`src/tcoc_pkg.sv`:
```
// Package for the compare output stage of a 16-bit timer.
// Assumes one 25 MHz clock and a plain register port beside the timer core.
package tcoc_pkg;

  // ----------------------------------------------------------------------
  // Register map
  // ----------------------------------------------------------------------
  localparam logic [1:0] TCOC_ADDR_CTRL_A    = 2'h0; // Mode byte of the channels.
  localparam logic [1:0] TCOC_ADDR_STATUS    = 2'h1; // Compare output levels and pin driver enables.
  localparam logic [7:0] TCOC_CTRL_A_RESET   = 8'h00;
  localparam int         TCOC_POS_MODE_A     = 6;
  localparam int         TCOC_POS_MODE_B     = 4;
  localparam int         TCOC_POS_FORCE_A    = 3;
  localparam int         TCOC_POS_FORCE_B    = 2;
  localparam int         TCOC_POS_WGM_LO     = 0;
  localparam logic [7:0] TCOC_CTRL_A_RW_MASK = 8'hf3; // Force bits read as zero.

  // ----------------------------------------------------------------------
  // Waveform modes and output codes
  // ----------------------------------------------------------------------
  localparam logic [3:0] TCOC_WGM_FAST_TOGGLE = 4'hf;
  localparam logic [1:0] TCOC_COM_OFF         = 2'h0;
  localparam logic [1:0] TCOC_COM_TOGGLE      = 2'h1;
  localparam logic [1:0] TCOC_COM_CLEAR       = 2'h2;
  localparam logic [1:0] TCOC_COM_SET         = 2'h3;
  localparam logic [15:0] TCOC_BOTTOM         = 16'h0000;

  typedef enum logic [1:0] {
    TCOC_WAVE_NONPWM = 2'b00,
    TCOC_WAVE_FAST   = 2'b01,
    TCOC_WAVE_OTHER  = 2'b10
  } tcoc_wave_t;

  // Timer core view that the stage samples each cycle.
  typedef struct packed {
    logic [15:0] count;
    logic [15:0] top;
    logic        match_a;
    logic        match_b;
    logic [15:0] cmp_value_a;
    logic [15:0] cmp_value_b;
  } tcoc_timer_t;

  // Register port from software.
  typedef struct packed {
    logic [1:0] addr;
    logic [7:0] wdata;
    logic       wr;
    logic       rd;
  } tcoc_bus_t;

endpackage : tcoc_pkg

```
`src/tcoc_output_ctrl.sv`:
```
// Compare output stage of a 16-bit timer, channels A and B.
// Assumes the timer core supplies count, top, match strobes and compare values
// synchronous to clk, and the port logic supplies the pin direction bits.
//
// Functional notes
// - Any bit of mode A set routes compare output A onto its pin, except code 01 in fast PWM modes other than 15.
// - Any bit of mode B set routes compare output B onto its pin, except code 01 in fast PWM.
// - Pin driver enabled only while its direction bit is set.
// - Mode field meaning depends on the selected waveform mode.
// - Non-PWM: 00 off, 01 toggle, 10 clear, 11 set on match.
// - Fast PWM 01: toggle A only in mode 15; B stays off.
// - Fast PWM 10: clear on match, set at bottom.
// - Fast PWM 11: set on match, clear at bottom.
// - Fast PWM: match ignored when compare equals top with upper bit set.
`timescale 1ns/10ps
module tcoc_output_ctrl
  import tcoc_pkg::*;
(
  input  wire logic                  clk,
  input  wire logic                  rst_n,
  input  wire tcoc_pkg::tcoc_bus_t   bus,
  output logic [7:0]                 rdata,
  input  wire tcoc_pkg::tcoc_timer_t tmr,
  input  wire logic [1:0]            wgm_hi,
  input  wire logic                  dir_a,
  input  wire logic                  dir_b,
  input  wire logic                  port_a,
  input  wire logic                  port_b,
  output logic                       pin_a,
  output logic                       pin_a_oe,
  output logic                       pin_b,
  output logic                       pin_b_oe,
  output logic                       cmp_output_a,
  output logic                       cmp_output_b
);
  import tcoc_pkg::*;

  // ----------------------------------------------------------------------
  // Functions
  // ----------------------------------------------------------------------
  // Waveform mode class; fast PWM modes are 5, 6, 7, 14 and 15.
  function automatic tcoc_wave_t wave_of(input logic [3:0] wgm);
    unique case (wgm)
      4'h0, 4'h4, 4'hc: wave_of = TCOC_WAVE_NONPWM;
      4'h5, 4'h6, 4'h7, 4'he, 4'hf: wave_of = TCOC_WAVE_FAST;
      default: wave_of = TCOC_WAVE_OTHER;
    endcase
  endfunction : wave_of

  // Next level of one compare output.
  function automatic logic out_next(input logic       cur,
                                    input logic [1:0] com,
                                    input tcoc_wave_t wave,
                                    input logic       match,
                                    input logic       at_top,
                                    input logic       bottom,
                                    input logic       is_a,
                                    input logic [3:0] wgm);
    logic res;
    res = cur;
    unique case (wave)
      TCOC_WAVE_NONPWM: begin
        if (match) begin
          unique case (com)
            TCOC_COM_TOGGLE: res = ~cur;
            TCOC_COM_CLEAR:  res = 1'b0;
            TCOC_COM_SET:    res = 1'b1;
            default:         res = cur;
          endcase
        end
      end
      TCOC_WAVE_FAST: begin
        unique case (com)
          // Toggle only channel A, mode 15.
          TCOC_COM_TOGGLE: begin
            if (match && is_a && (wgm == TCOC_WGM_FAST_TOGGLE)) res = ~cur;
          end
          TCOC_COM_CLEAR: begin
            if (bottom) res = 1'b1;
            else if (match && !at_top) res = 1'b0;
          end
          TCOC_COM_SET: begin
            if (bottom) res = 1'b0;
            else if (match && !at_top) res = 1'b1;
          end
          default: res = cur;
        endcase
      end
      default: res = cur;
    endcase
    // Any case not listed above holds the present level.
    out_next = res;
  endfunction : out_next

  // ----------------------------------------------------------------------
  // Control register and read port
  // ----------------------------------------------------------------------
  logic [7:0] ctrl;
  logic [7:0] next_ctrl;
  logic [7:0] next_rdata;
  logic       force_a;
  logic       force_b;
  logic       next_force_a;
  logic       next_force_b;

  // Force bits are one-cycle strobes held in force_a and force_b, not in ctrl, so they read as zero.
  always_comb begin
    next_ctrl    = ctrl;
    next_force_a = 1'b0;
    next_force_b = 1'b0;
    next_rdata   = 8'h00;
    if (bus.wr && bus.addr == TCOC_ADDR_CTRL_A) begin
      next_ctrl    = bus.wdata & TCOC_CTRL_A_RW_MASK;
      next_force_a = bus.wdata[TCOC_POS_FORCE_A];
      next_force_b = bus.wdata[TCOC_POS_FORCE_B];
    end
    if (bus.rd) begin
      unique case (bus.addr)
        TCOC_ADDR_CTRL_A: next_rdata = ctrl;
        TCOC_ADDR_STATUS: next_rdata = {4'h0, pin_b_oe, pin_a_oe, cmp_output_b, cmp_output_a};
        default:          next_rdata = 8'h00;
      endcase
    end
  end

  always_ff @(posedge clk or negedge rst_n) begin
    if (!rst_n) begin
      ctrl    <= TCOC_CTRL_A_RESET;
      force_a <= 1'b0;
      force_b <= 1'b0;
      rdata   <= 8'h00;
    end else begin
      ctrl    <= next_ctrl;
      force_a <= next_force_a;
      force_b <= next_force_b;
      rdata   <= next_rdata;
    end
  end

  // ----------------------------------------------------------------------
  // Waveform outputs and pins
  // ----------------------------------------------------------------------
  logic [1:0] mode_a;
  logic [1:0] mode_b;
  logic [3:0] wgm;
  tcoc_wave_t wave;
  logic       bottom;
  logic       next_out_a;
  logic       next_out_b;
  logic       next_pin_a;
  logic       next_pin_b;
  logic       next_oe_a;
  logic       next_oe_b;
  logic       own_a;
  logic       own_b;

  assign mode_a = ctrl[TCOC_POS_MODE_A +: 2];
  assign mode_b = ctrl[TCOC_POS_MODE_B +: 2];
  assign wgm    = {wgm_hi, ctrl[TCOC_POS_WGM_LO +: 2]};
  // Mode class selects the code table.
  assign wave   = wave_of(wgm);
  // Bottom is the counter at zero.
  assign bottom = (tmr.count == TCOC_BOTTOM);

  always_comb begin
    next_out_a = out_next(cmp_output_a, mode_a, wave,
                          tmr.match_a || (force_a && wave == TCOC_WAVE_NONPWM),
                          tmr.cmp_value_a == tmr.top && mode_a[1], bottom, 1'b1, wgm);
    next_out_b = out_next(cmp_output_b, mode_b, wave,
                          tmr.match_b || (force_b && wave == TCOC_WAVE_NONPWM),
                          tmr.cmp_value_b == tmr.top && mode_b[1], bottom, 1'b0, wgm);
    // Channel A takeover; fast PWM code 01 keeps the port unless in mode 15.
    own_a      = (mode_a != TCOC_COM_OFF) &&
                 !(wave == TCOC_WAVE_FAST && mode_a == TCOC_COM_TOGGLE &&
                   wgm != TCOC_WGM_FAST_TOGGLE);
    // Channel B takeover; fast PWM code 01 always keeps the port.
    own_b      = (mode_b != TCOC_COM_OFF) &&
                 !(wave == TCOC_WAVE_FAST && mode_b == TCOC_COM_TOGGLE);
    next_pin_a = own_a ? next_out_a : port_a;
    next_pin_b = own_b ? next_out_b : port_b;
    next_oe_a  = dir_a;
    next_oe_b  = dir_b;
  end

  always_ff @(posedge clk or negedge rst_n) begin
    if (!rst_n) begin
      cmp_output_a <= 1'b0;
      cmp_output_b <= 1'b0;
      pin_a        <= 1'b0;
      pin_b        <= 1'b0;
      pin_a_oe     <= 1'b0;
      pin_b_oe     <= 1'b0;
    end else begin
      cmp_output_a <= next_out_a;
      cmp_output_b <= next_out_b;
      pin_a        <= next_pin_a;
      pin_b        <= next_pin_b;
      pin_a_oe     <= next_oe_a;
      pin_b_oe     <= next_oe_b;
    end
  end
endmodule : tcoc_output_ctrl

```
`config.mk`:
```
export PLATFORM = sky130hd
export DESIGN_NAME = tcoc_output_ctrl
export DESIGN_NICKNAME = d
export VERILOG_FILES = /design/src/tcoc_pkg.sv /design/src/tcoc_output_ctrl.sv
export SDC_FILE = /design/constraint.sdc
export NUM_CORES = 1
export LEC_CHECK = 0
export BUFFER_PORTS_ARGS = -buffer_cell sky130_fd_sc_hd__buf_4
export CORE_MARGIN = 3
export CORE_UTILIZATION = 38
export DETAILED_ROUTE_END_ITERATION = 7
export GPL_TIMING_DRIVEN = 0
export HOLD_SLACK_MARGIN = 0.03
export PLACE_DENSITY = 0.77
export SLEW_MARGIN = 20
export SYNTH_ARGS = -nofsm -noshare
export SYNTH_HDL_FRONTEND = slang
export SYNTH_SLANG_ARGS = --single-unit
export TNS_END_PERCENT = 10
```
`constraint.sdc`:
```
create_clock -name clk -period 1.5 [get_ports clk]
set_input_delay 0.15 -clock clk [delete_from_list [all_inputs] [get_ports clk]]
set_output_delay 0.15 -clock clk [all_outputs]
set_load 0.1 [all_outputs]
```
After elaboration in Yosys (flattened, before gate mapping)

Memory sizes are Yosys's and may differ from the RTL's.
Cells that the tools add are included.
W data, S select, Z words.

Word-level logic and storage cells: 72
Register bits after elaboration: 22
Memories kept: 1
Bits of input ports: 86
Output and inout bits: 14
ROM bits: 32

Memory list:

| memory           | words | width | rd ports | clocked after memory_dff | wr ports | RTL line               | source |
|---|---|---|---|---|---|---|---|
| (name not given) | 16    | 2     | 1        | 0                        | 0        | tcoc_output_ctrl.sv:43 | `unique case (wgm)` |

Muxes and demuxes: 23
Eq/ne operators: 12
Reductions and logical operators: 24
Bitwise operators: 2

Operator list:

| cell                 | count |
|---|---|
| $eq A16 B16 Y1       | 2 |
| $logic_not A16 Y1    | 1 |
| $pmux W8 S2          | 1 |
| $mux W1              | 15 |
| $logic_and A1 B1 Y1  | 13 |
| $pmux W1 S3          | 3 |
| $eq A2 B1 Y1 const B | 4 |
| $eq A2 B2 Y1 const B | 4 |
| $mux W8              | 1 |
| $pmux W1 S2          | 3 |
| $eq A4 B4 Y1 const B | 1 |
| $logic_not A1 Y1     | 4 |
| $logic_not A2 Y1     | 2 |
| $ne A4 B4 Y1 const B | 1 |
| $reduce_bool A2 Y1   | 2 |
| $logic_or A1 B1 Y1   | 2 |
| $not A1 Y1           | 2 |

Longest topological paths before layout

Gate-level depths: netlist (run 1).
An unclocked memory read counts as a cell.

Depth after elaboration: 10
Gate-level depth with buffers: 6
Mapped depth without buffers: 6

Worst setup path before layout (run 1)

Ideal clock, no wire load.

Path type: register to register
Start: register cmp_output_a
End: register cmp_output_a
Stages on the path, launching flop included: 6
Required time: 1.413 ns
Library setup time: 0.087 ns
Arrival time: 1.738 ns
Path slack: -0.325 ns
Cell sequence: dfrtp_1 > inv_1 > o211ai_1 > o21ai_0 > or3b_1 > o211ai_1

Cells in the longest elaborated chain, start to end: 4

Ends and longest elaborated chain:

| what                                   | RTL line                                       | source |
|---|---|---|
| from (decl)                            | tcoc_output_ctrl.sv:33                         | `output logic cmp_output_a,` |
| from (signal assigned)                 | tcoc_output_ctrl.sv:194                        | `cmp_output_a <= next_out_a;` |
| $mux W1 (tied with other cells)        | tcoc_output_ctrl.sv:84                         | `else if (match && !at_top) res = 1'b1;` |
| $mux W1 (tied with other cells)        | tcoc_output_ctrl.sv:83                         | `if (bottom) res = 1'b0;` |
| $pmux W1 S3 or $mux W1 (tied branches) | tcoc_output_ctrl.sv:73, tcoc_output_ctrl.sv:63 |  |
| $pmux W1 S2 *                          | tcoc_output_ctrl.sv:61                         | `unique case (wave)` |
| via next_out_a                         | tcoc_output_ctrl.sv:148                        | `logic next_out_a;` |

The timed path passes the listed nets; every way through them passes the cells marked *.
A chain may end at the register's enable or synchronous reset.

Worst setup path in the final report (run 1)

Start: register ctrl[0]
End: register cmp_output_a

Cells in the longest elaborated chain, start to end: 9

Ends and longest elaborated chain:

| what                       | RTL line                                        | source |
|---|---|---|
| from (decl)                | tcoc_output_ctrl.sv:98                          | `logic [7:0] ctrl;` |
| from (signal assigned)     | tcoc_output_ctrl.sv:133                         | `ctrl <= next_ctrl;` |
| $mem_v2 Z16 W2             | -                                               |  |
| $logic_not A2 Y1           | tcoc_output_ctrl.sv:61, tcoc_output_ctrl.sv:167 |  |
| $logic_and A1 B1 Y1        | tcoc_output_ctrl.sv:167                         | `tmr.match_a \|\| (force_a && wave == TCOC_WAVE_NONPWM),` |
| $logic_or A1 B1 Y1         | tcoc_output_ctrl.sv:167                         |  |
| $logic_and A1 B1 Y1        | tcoc_output_ctrl.sv:80, tcoc_output_ctrl.sv:84  |  |
| $mux W1 (on tied branches) | tcoc_output_ctrl.sv:84, tcoc_output_ctrl.sv:80  |  |
| $mux W1 (on tied branches) | tcoc_output_ctrl.sv:83, tcoc_output_ctrl.sv:79  |  |
| $pmux W1 S3                | tcoc_output_ctrl.sv:73                          | `unique case (com)` |
| $pmux W1 S2 *              | tcoc_output_ctrl.sv:61                          |  |
| via next_out_a             | tcoc_output_ctrl.sv:148                         |  |

Marks and branches as above.

==> metrics.txt, run 1 <==
DPL Wire Length=3652 microns; critical path required time=1.68 ns; Post-synth ARST share=1.000; capturing element type of the critical path=flop; CTS tree=built; violations in the final reports=setup timing; critical path class=flop to flop; most numerous cell in the Yosys netlist=sky130_fd_sc_hd__xnor2_1; met2 track demand over resource in global routing=0.3643; Achievable Freq=625.0 MHz; number of buffers on the longest clock path=2; met1 Resource Use GR=0.2170; number of enable-type register cells in the synthesized netlist=0; count of port buffers added during placement=98; overall global routing resource usage=0.1897; type of origin of the critical path=flop; post-synthesis cell type count=42; global route total overflow=0; sequential-to-total area share from yosys stat=0.3658; average wire per cell in the routed design=14.60 microns; result of the run=finished with violations; Setup violations, final=3; largest net degree at the start of global routing=23; Worst-Skew Late Latency=0.26 ns; syn_nets=236; worst path setup slack after routing=-0.09991 ns; final net count=347; GRT Max-Usage Layer=met2; largest fanout of any net on the critical path=4; drt total wl=4498 microns; Post-Synthesis Cell Area=1505 sq um; met3 global-route usage=0.02917; clock-pin slew reported for the worst setup and hold paths after clock tree synthesis=0.08 ns; area of the core region=3744 sq um; internal power=0.001526 W; number of detailed-route iterations in the first pass=4; Sum Neg Setup Slack=-0.2540 ns; Synth area leaders=sky130_fd_sc_hd__dfrtp_1 (37%), sky130_fd_sc_hd__xnor2_1 (17%), sky130_fd_sc_hd__mux2_2 (3.7%); post-synthesis register bit count=22; share of the synthesized area in the top cell type=0.3658; antenna-violating nets left=0; CTS buffer count=3; Filler cells=327; number of pins with negative max-slew slack in the final report=0; number of instances in the synthesized netlist=150; Max VDD drop=0.8541 mV; total number of H-tree levels=1; initial core utilization=0.4021; Final Hold Vio Count=0; I/O Pins=100; overall via count from detail_route=1529; Hold/Removal Path Class=input port to flop; total power divided by cell area=1038 nW/um^2; drt via density=4.964; max-cap violation count=0; number of global-route vias before repair=1467; critical path arrival=1.78 ns; Clock Root Buffer=sky130_fd_sc_hd__clkbuf_8; most frequently used flop master after synthesis=sky130_fd_sc_hd__dfrtp_1; unrepaired setup endpoints after global routing=yes; Die ar.=4752 sq um; most instantiated cells after synthesis=sky130_fd_sc_hd__xnor2_1 (29), sky130_fd_sc_hd__dfrtp_1 (22), sky130_fd_sc_hd__nor2_1 (9), sky130_fd_sc_hd__nand2_1 (8), sky130_fd_sc_hd__nand4_1 (6); clock sinks=22; switching part of the total power=0.4058; worst-case headroom to the max-slew limit=0.6060; growth of design area from synthesis to finish=64.42%; clock network power share=0.216; Comb pwr share=0.479; final critical path time including I/O delays and setup=1.600 ns; share of cells above drive strength 1=0.5077; first-pass GRT wire length=6617 microns; violation count after the first detailed-route iteration=76; diode insertion count for antenna repair=0; cell type contributing the most total cell area after synthesis=sky130_fd_sc_hd__dfrtp_1; horizontal die dimension=68.94 microns; initial antenna violation count=0; slew at the pin with the worst max-slew slack=0.5884 ns; number of standard-cell rows in the floorplan=22; fraction of power consumed by sequential logic=0.305; Post-route DRC=0; Vert. Die Dim=68.94 microns; share of the cycle needed by the critical path after routing=1.067; worst-case setup slack after placement=-0.2794 ns; Switching Power=0.001042 W; Final Skew=0.006013 ns; syn_area_per_cell=10.03 sq um; global placer's final weighted congestion=0.8682; core utilization of the finished layout=0.6611; warnings from Yosys=0; leakage=1.128 nW
==> critical path, cell delays in order, from the launching register on <==
cell and delay [ns]:
sky130_fd_sc_hd__dfrtp_2 0.44, sky130_fd_sc_hd__nor2_4 0.16, sky130_fd_sc_hd__a31oi_2 0.11, sky130_fd_sc_hd__o211ai_1 0.16, sky130_fd_sc_hd__o21ai_1 0.08, sky130_fd_sc_hd__or3b_1 0.39, sky130_fd_sc_hd__o211ai_1 0.17
==> layout make-up <==
class | instances | area, sq um | share of cell area
Multi-Input combinational cell | 122 | 947.2 | 0.3827
Timing Repair Buffer | 106 | 803.3 | 0.3246
Sequential cell | 22 | 555.5 | 0.2245
Tap cell | 48 | 60.06 | 0.02427
Clock buffer | 3 | 41.29 | 0.01668
Clock inverter | 1 | 30.03 | 0.01213
Buffer | 2 | 22.52 | 0.009100
Inverter | 4 | 15.01 | 0.006067
==> path summary, 6_finish.rpt <==
check,start,endpoint,slack (ns),depth (start not counted)
setup / recovery,ctrl[0],cmp_output_a,-0.1,6
hold / removal,bus[5],force_a,0.09,2
setup reg to reg,ctrl[0],cmp_output_a,-0.1,6
hold reg to reg,pin_b_oe,rdata[3],0.52,1
max in group asynchronous,rst_n,ctrl[0],0.94,2
min in group asynchronous,rst_n,rdata[2],0.31,2
==> per-layer routing <==
| layer | up-vias | wire length [microns] |
|---|---|---|
| met1 | 719 | 1674 |
| met2 | 41 | 2592 |
| met5 | - | 0 |
| met3 | 4 | 184 |
| li1 | 765 | - |
| met4 | 0 | 46 |
==> repair_timing <==
| item | CTS | global route |
|---|---|---|
| pin swaps | 5 | 1 |
| hold buffers | 3 | 0 |
| gates resized for setup | 9 | 1 |
| setup endpoints to repair | 4 | 4 |
| setup buffers | 5 | 0 |
| endpoints found under the hold margin | 24 | 0 |
==> flip-flops by register name, summed over array words and instances, names as in the netlist <==
name and cells:
rdata 8, ctrl 6, cmp_output_a 1, cmp_output_b 1, force_a 1, force_b 1
pin_a 1, pin_a_oe 1, pin_b 1, pin_b_oe 1
==> per-stage QoR <==
step | hold slack [ns] | area [sq um] | power (W) | instances
final | 0.09027 | 2475 | 0.002568 | 308
after global routing | 0.08635 | 2475 | 0.002684 | 308
after CTS | 0.08749 | 2475 | 0.002573 | 308
after detailed placement | 0.05294 | 2303 | 0.001947 | 296
after global placement | 0.04747 | 2303 | 0.001933 | 296
after floorplan | -0.1456 | 1508 | 0.001550 | 150
==> placed cells by master (no fill, tap or decap), drive strengths merged, types with 6 or more instances in the layout <==
cell type  Yosys  layout
nor2           9       9
o21ai          6       6
buf            0     103
dfrtp         22      22
xnor2         29      29
nand4          7       7
nor4           7       7
nand2          8       8
==> logic make-up after synthesis <==
group,share of synthesized area
mux,0.05735
compound gates,0.1114
simple gates,0.2485
xor+xnor,0.1920
flops,0.3658
buf+inv,0.02493
==> power by group through the flow <==
stage	clock, W	sequential, W	combinational (W)
after detailed placement	0	0.000790	0.00116
final	0.000554	0.000784	0.00123
after global placement	0	0.000790	0.00114
after floorplan	0	0.00120	0.000352
after global routing	0.000585	0.000794	0.00131
after CTS	0.000564	0.000780	0.00123
Note: power is estimated with default switching activity, not from simulation.
==> run 2: changes to the inputs <==
--- a/config.mk
+++ b/config.mk
@@ -12,6 +12,7 @@
 export GPL_TIMING_DRIVEN = 0
 export HOLD_SLACK_MARGIN = 0.03
 export PLACE_DENSITY = 0.77
+export SKIP_CTS_REPAIR_TIMING = 1
 export SLEW_MARGIN = 20
 export SYNTH_ARGS = -nofsm -noshare
 export SYNTH_HDL_FRONTEND = slang
==> metrics.txt, run 2 (same netlist as run 1, synthesis figures left out) <==
count of port buffers added during placement=98; CTS tree=built; result of the run=finished with violations; growth of design area from synthesis to finish=62.09%; total design power=0.002533 W; violations in the final reports=setup timing; share of cells above drive strength 1=0.4942; Final Skew=0.004423 ns; worst path setup slack after routing=-0.1343 ns; largest registers=rdata x8, ctrl x6; initial core utilization=0.4021; leakage=1.113 nW; Sum Neg Setup Slack=-0.4024 ns; largest fanout of any net on the critical path=5; initial antenna violation count=0; most used cells in the layout excluding fill and tap cells=sky130_fd_sc_hd__buf_4 (100), sky130_fd_sc_hd__xnor2_1 (29), sky130_fd_sc_hd__dfrtp_1 (18); cell family with most CP delay=simple AND/OR/NAND/NOR gates; Inst Count DP=296; clock-pin slew reported for the worst setup and hold paths after clock tree synthesis=0.08 ns; Setup violations, final=4; Comb pwr share=0.471; worst-path cell with the longest stage delay=sky130_fd_sc_hd__dfrtp_2; Switching Power=0.001027 W; WP depth=6; total power divided by cell area=1038 nW/um^2; critical path class=flop to flop; share of the cycle needed by the critical path after routing=1.090; Worst-Skew Late Latency=0.26 ns; number of buffers on the longest clock path=2; Final Hold Vio Count=0; worst-case headroom to the max-slew limit=0.6082; number of cells in the finished layout apart from fillers=305; Achievable Freq=611.9 MHz; unrepaired setup endpoints after global routing=yes; drt via density=4.911; horizontal die dimension=68.94 microns; average wire per cell in the routed design=14.61 microns; fraction of power consumed by sequential logic=0.311; Post-route DRC=0; max-cap violation count=0; switching part of the total power=0.4055; I/O Pins=100; critical path required time=1.69 ns; register containing the most flip-flops in the final layout=rdata; slew at the pin with the worst max-slew slack=0.5851 ns; DPL Wire Length=3652 microns; global placer's final weighted congestion=0.8682; dpl cell area=2303 sq um; first-pass GRT wire length=6196 microns; diode insertion count for antenna repair=0; drt total wl=4455 microns; number of global-route vias before repair=1384; Vert. Die Dim=68.94 microns; Fin Hold WS=0.08909 ns; Die ar.=4752 sq um; violation count after the first detailed-route iteration=66; CTS buffer count=3; type of origin of the critical path=flop; most common cell after layout, fill and taps aside=sky130_fd_sc_hd__buf_4; global route total overflow=0; antenna-violating nets left=0; number of standard-cell rows in the floorplan=22; area of the core region=3744 sq um; final net count=344; number of detailed-route iterations in the first pass=4; CP bufs+invs=0; final critical path time including I/O delays and setup=1.634 ns; Hold Path Stages=2; total number of H-tree levels=1; Hold/Removal Path Class=input port to flop; critical path arrival=1.82 ns; largest net degree at the start of global routing=23; overall global routing resource usage=0.1786; number of pins with negative max-slew slack in the final report=0; clock network power share=0.218; worst reg-to-reg path cell count=6; Max VDD drop=0.8479 mV; flip-flop count of the largest register, all copies and words added=8; Clock Root Buffer=sky130_fd_sc_hd__clkbuf_8; clock sinks=22; overall via count from detail_route=1498; post-route standard cell area excluding fillers=2440 sq um; most used cell, CP=sky130_fd_sc_hd__a31oi_1; ordered cell list for the critical path=nor2_4 -> a31oi_1 -> nor4b_2 -> a31oi_1 -> and4_1 -> a31oi_1; slowest stage delay, CP=0.46 ns; internal power=0.001506 W; capturing element type of the critical path=flop
[run 2: cell types whose count changed in the layout (fill, tap and decap cells not counted)]
cell                      delta
sky130_fd_sc_hd__o21ai_0     +2
sky130_fd_sc_hd__buf_4       -3
sky130_fd_sc_hd__a31oi_1     +2
sky130_fd_sc_hd__a31oi_2     -2
sky130_fd_sc_hd__o21ai_1     -2
[run 2: power by group through the flow]
stage	Clock [W]	Combinational (W)	Sequential, W
after floorplan	0	0.000352	0.00120
after global routing	0.000585	0.00127	0.000797
after CTS	0.000564	0.00116	0.000780
after detailed placement	0	0.00116	0.000790
after global placement	0	0.00114	0.000790
final	0.000552	0.00119	0.000787
[run 2: per-stage QoR]
stage	setup WS [ns]	utilization
2_1_floorplan	-0.07468	-
3_3_place_gp	-0.2305	0.6153
3_5_place_dp	-0.2794	0.6153
4_1_cts	-0.2924	0.6344
5_1_grt	-0.2250	0.6517
6_report	-0.1343	0.6517
[run 2: final timing paths]
kind / from / end / slack (ns)
max: ctrl[1] / pin_b / -0.13
min: bus[5] / force_a / 0.09
max reg2reg: ctrl[1] / pin_b / -0.13
min reg2reg: pin_b_oe / rdata[3] / 0.52
max in group asynchronous: rst_n / ctrl[0] / 0.95
min in group asynchronous: rst_n / rdata[2] / 0.31
[run 2: area by class of cell]
| cell class | count | area (sq um) |
|---|---|---|
| fill | 335 | 1304 |
| tap | 48 | 60.06 |
| clock buffer | 3 | 41.29 |
| inverter | 4 | 15.01 |
| timing repair buffer | 103 | 780.7 |
| sequential | 22 | 555.5 |
| buffer | 2 | 22.52 |
| clock inverter | 1 | 30.03 |
| multi-input combinational | 122 | 934.6 |
[run 2: worst reg2reg max path, delay by kind of cell (launching register included)]
family           cells  cell delay [ns]
AO/OA/AOI/OAI        3             0.43
flip-flops           1             0.46
AND/OR/NAND/NOR      3             0.68
[run 2: metal layers]
| layer | global-route usage | share of wire |
|---|---|---|
| met5 | 0 | 0 |
| met4 | 0.04380 | 0.012 |
| met3 | 0.02917 | 0.044 |
| met2 | 0.3440 | 0.58 |
| met1 | 0.2012 | 0.37 |
==> run 3: changes to the inputs <==
--- a/config.mk
+++ b/config.mk
@@ -5,13 +5,14 @@
 export SDC_FILE = /design/constraint.sdc
 export NUM_CORES = 1
 export LEC_CHECK = 0
+export ABC_AREA = 1
 export BUFFER_PORTS_ARGS = -buffer_cell sky130_fd_sc_hd__buf_4
 export CORE_MARGIN = 3
-export CORE_UTILIZATION = 38
+export CORE_UTILIZATION = 39
 export DETAILED_ROUTE_END_ITERATION = 7
 export GPL_TIMING_DRIVEN = 0
 export HOLD_SLACK_MARGIN = 0.03
-export PLACE_DENSITY = 0.77
+export PLACE_DENSITY = 0.76
 export SKIP_CTS_REPAIR_TIMING = 1
 export SLEW_MARGIN = 20
 export SYNTH_ARGS = -nofsm -noshare
==> metrics.txt, run 3 <==
result of the run=finished with violations; violations in the final reports=setup timing; number of enable-type register cells in the synthesized netlist=0; Clock Root Buffer=sky130_fd_sc_hd__clkbuf_8; launch point of the worst hold path=port_b; drt total wl=4914 microns; number of detailed-route iterations in the first pass=4; critical path required time=1.66 ns; first-pass GRT wire length=7631 microns; number of pins with negative max-slew slack in the final report=0; critical path class=flop to flop; CTS tree=built; most numerous cell in the Yosys netlist=sky130_fd_sc_hd__nand2_1; Worst-Skew Late Latency=0.26 ns; leakage=1.528 nW; largest registers=rdata x8, ctrl x6; slew at the pin with the worst max-slew slack=0.4426 ns; worst-case headroom to the max-slew limit=0.7050; diode insertion count for antenna repair=0; core utilization of the finished layout=0.6828; unrepaired setup endpoints after global routing=yes; max-cap violation count=0; warnings from Yosys=0; initial core utilization=0.4263; Filler cells=380; share of the cycle needed by the critical path after routing=1.073; syn_nets=351; Final Hold Vio Count=0; growth of design area from synthesis to finish=60.17%; initial antenna violation count=0; share of the synthesized area in the top cell type=0.3351; sequential-to-total area share from yosys stat=0.3351; final critical path time including I/O delays and setup=1.610 ns; overall via count from detail_route=1949; final net count=467; cell type contributing the most total cell area after synthesis=sky130_fd_sc_hd__dfrtp_1; Critical path origin=ctrl[0]; most instantiated cells after synthesis=sky130_fd_sc_hd__nand2_1 (80), sky130_fd_sc_hd__nor2_1 (51), sky130_fd_sc_hd__inv_1 (45), sky130_fd_sc_hd__dfrtp_1 (22), sky130_fd_sc_hd__a21oi_1 (11); Sum Neg Setup Slack=-0.1909 ns; area of the multi-input gates=940.9 sq um; Setup violations, final=3; Synth area leaders=sky130_fd_sc_hd__dfrtp_1 (34%), sky130_fd_sc_hd__nand2_1 (18%), sky130_fd_sc_hd__nor2_1 (12%); most used cells in the layout excluding fill and tap cells=sky130_fd_sc_hd__buf_4 (108), sky130_fd_sc_hd__nand2_1 (75), sky130_fd_sc_hd__nor2_1 (51); combined flip-flop and latch cell area=558.0 sq um; number of global-route vias before repair=1807; Die ar.=5027 sq um; most frequently used flop master after synthesis=sky130_fd_sc_hd__dfrtp_1; Vert. Die Dim=70.90 microns; drt via density=4.564; antenna-violating nets left=0; Critical R2R Launch=ctrl[0]; total number of H-tree levels=1; register containing the most flip-flops in the final layout=rdata; I/O Pins=100; number of instances in the synthesized netlist=265; horizontal die dimension=70.90 microns; total power divided by cell area=941.3 nW/um^2; largest net degree at the start of global routing=23; Hold/Removal Path Class=input port to flop; Final Skew=0.002216 ns; area of the core region=3854 sq um; number of standard-cell rows in the floorplan=22; global placer's final weighted congestion=0.8277; flip-flop count of the largest register, all copies and words added=8; Post-Synthesis Cell Area=1643 sq um; CTS buffer count=3; post-synthesis register bit count=22; type of origin of the critical path=flop; number of buffers on the longest clock path=2; Post-synth ARST share=1.000; average wire per cell in the routed design=11.51 microns; capturing element type of the critical path=flop; Achievable Freq=621.2 MHz; global route total overflow=0; overall global routing resource usage=0.1836; DPL Wire Length=4016 microns; worst path setup slack after routing=-0.1098 ns; clock sinks=22; post-synthesis cell type count=28; count of port buffers added during placement=99; critical path arrival=1.77 ns; Post-route DRC=0; share of cells above drive strength 1=0.3588; clock-pin slew reported for the worst setup and hold paths after clock tree synthesis=0.07 ns; syn_area_per_cell=6.199 sq um; Max VDD drop=0.7386 mV; violation count after the first detailed-route iteration=50; largest fanout of any net on the critical path=5; most common cell after layout, fill and taps aside=sky130_fd_sc_hd__buf_4
==> run 3: routing by layer <==
layer	share of wire	global-route usage
met1	0.40	0.2291
met2	0.54	0.3357
met3	0.059	0.03125
met4	0.0028	0.02923
met5	0	0
==> run 3: cells by family after synthesis <==
kind of cell	synth area share
XOR/XNOR	0.05331
flip-flops	0.3351
AO/OA/AOI/OAI	0.08530
AND/OR/NAND/NOR	0.4120
buffers and inverters	0.1142
==> run 3: cell type report <==
type                       count  area share
buffer                         1    0.001427
clock buffer                   3     0.01569
inverter                      49     0.07085
multi-input combinational    193      0.3576
sequential                    22      0.2121
tap                           48     0.02282
timing repair buffer         111      0.3195
==> run 3: final timing paths <==
check / to / slack (ns) / cells after the start
hold / removal: pin_b / 0.09 / 3
max in group asynchronous: cmp_output_b / 0.94 / 2
setup reg to reg: pin_a / -0.11 / 14
hold reg to reg: rdata[3] / 0.52 / 2
min in group asynchronous: ctrl[0] / 0.31 / 2
setup / recovery: pin_a / -0.11 / 14
==> run 3: power breakdown <==
| group | total (W) | internal (W) | switching, W | leakage [nW] |
|---|---|---|---|---|
| Combinational | 0.00135 | 0.000455 | 0.000893 | 1.24 |
| Sequential | 0.000775 | 0.000699 | 0.0000754 | 0.269 |
| Clock | 0.000354 | 0.000179 | 0.000176 | 0.0216 |
| Total | 0.00248 | 0.00133 | 0.00114 | 1.53 |
==> run 3: through the flow <==
| step | cell area, sq um | hold slack (ns) | total power (W) | instances | worst slack, ns |
|---|---|---|---|---|---|
| after floorplan | 1650 | -0.1456 | 0.001633 | 265 | -0.004686 |
| final | 2631 | 0.08907 | 0.002477 | 427 | -0.1098 |
| after CTS | 2495 | -0.2221 | 0.002393 | 415 | -0.1499 |
| after detailed placement | 2454 | 0.05443 | 0.002042 | 412 | -0.1299 |
| after global placement | 2454 | 0.05296 | 0.002021 | 412 | -0.08786 |
| after global routing | 2631 | 0.08889 | 0.002610 | 427 | -0.2255 |
==> run 3: critical path, cell delays in order (launching register included) <==
cell and delay, ns:
sky130_fd_sc_hd__dfrtp_1 0.42, sky130_fd_sc_hd__inv_2 0.12, sky130_fd_sc_hd__nand2_2 0.09, sky130_fd_sc_hd__nand3_4 0.11, sky130_fd_sc_hd__nand3_4 0.09, sky130_fd_sc_hd__nand2_4 0.08, sky130_fd_sc_hd__nand3_1 0.06, sky130_fd_sc_hd__nand2_1 0.08
sky130_fd_sc_hd__nor2_1 0.05, sky130_fd_sc_hd__a21oi_1 0.11, sky130_fd_sc_hd__nand2_1 0.07, sky130_fd_sc_hd__nand2_1 0.07, sky130_fd_sc_hd__nand2_2 0.05, sky130_fd_sc_hd__nand2_1 0.06, sky130_fd_sc_hd__nand2_1 0.04
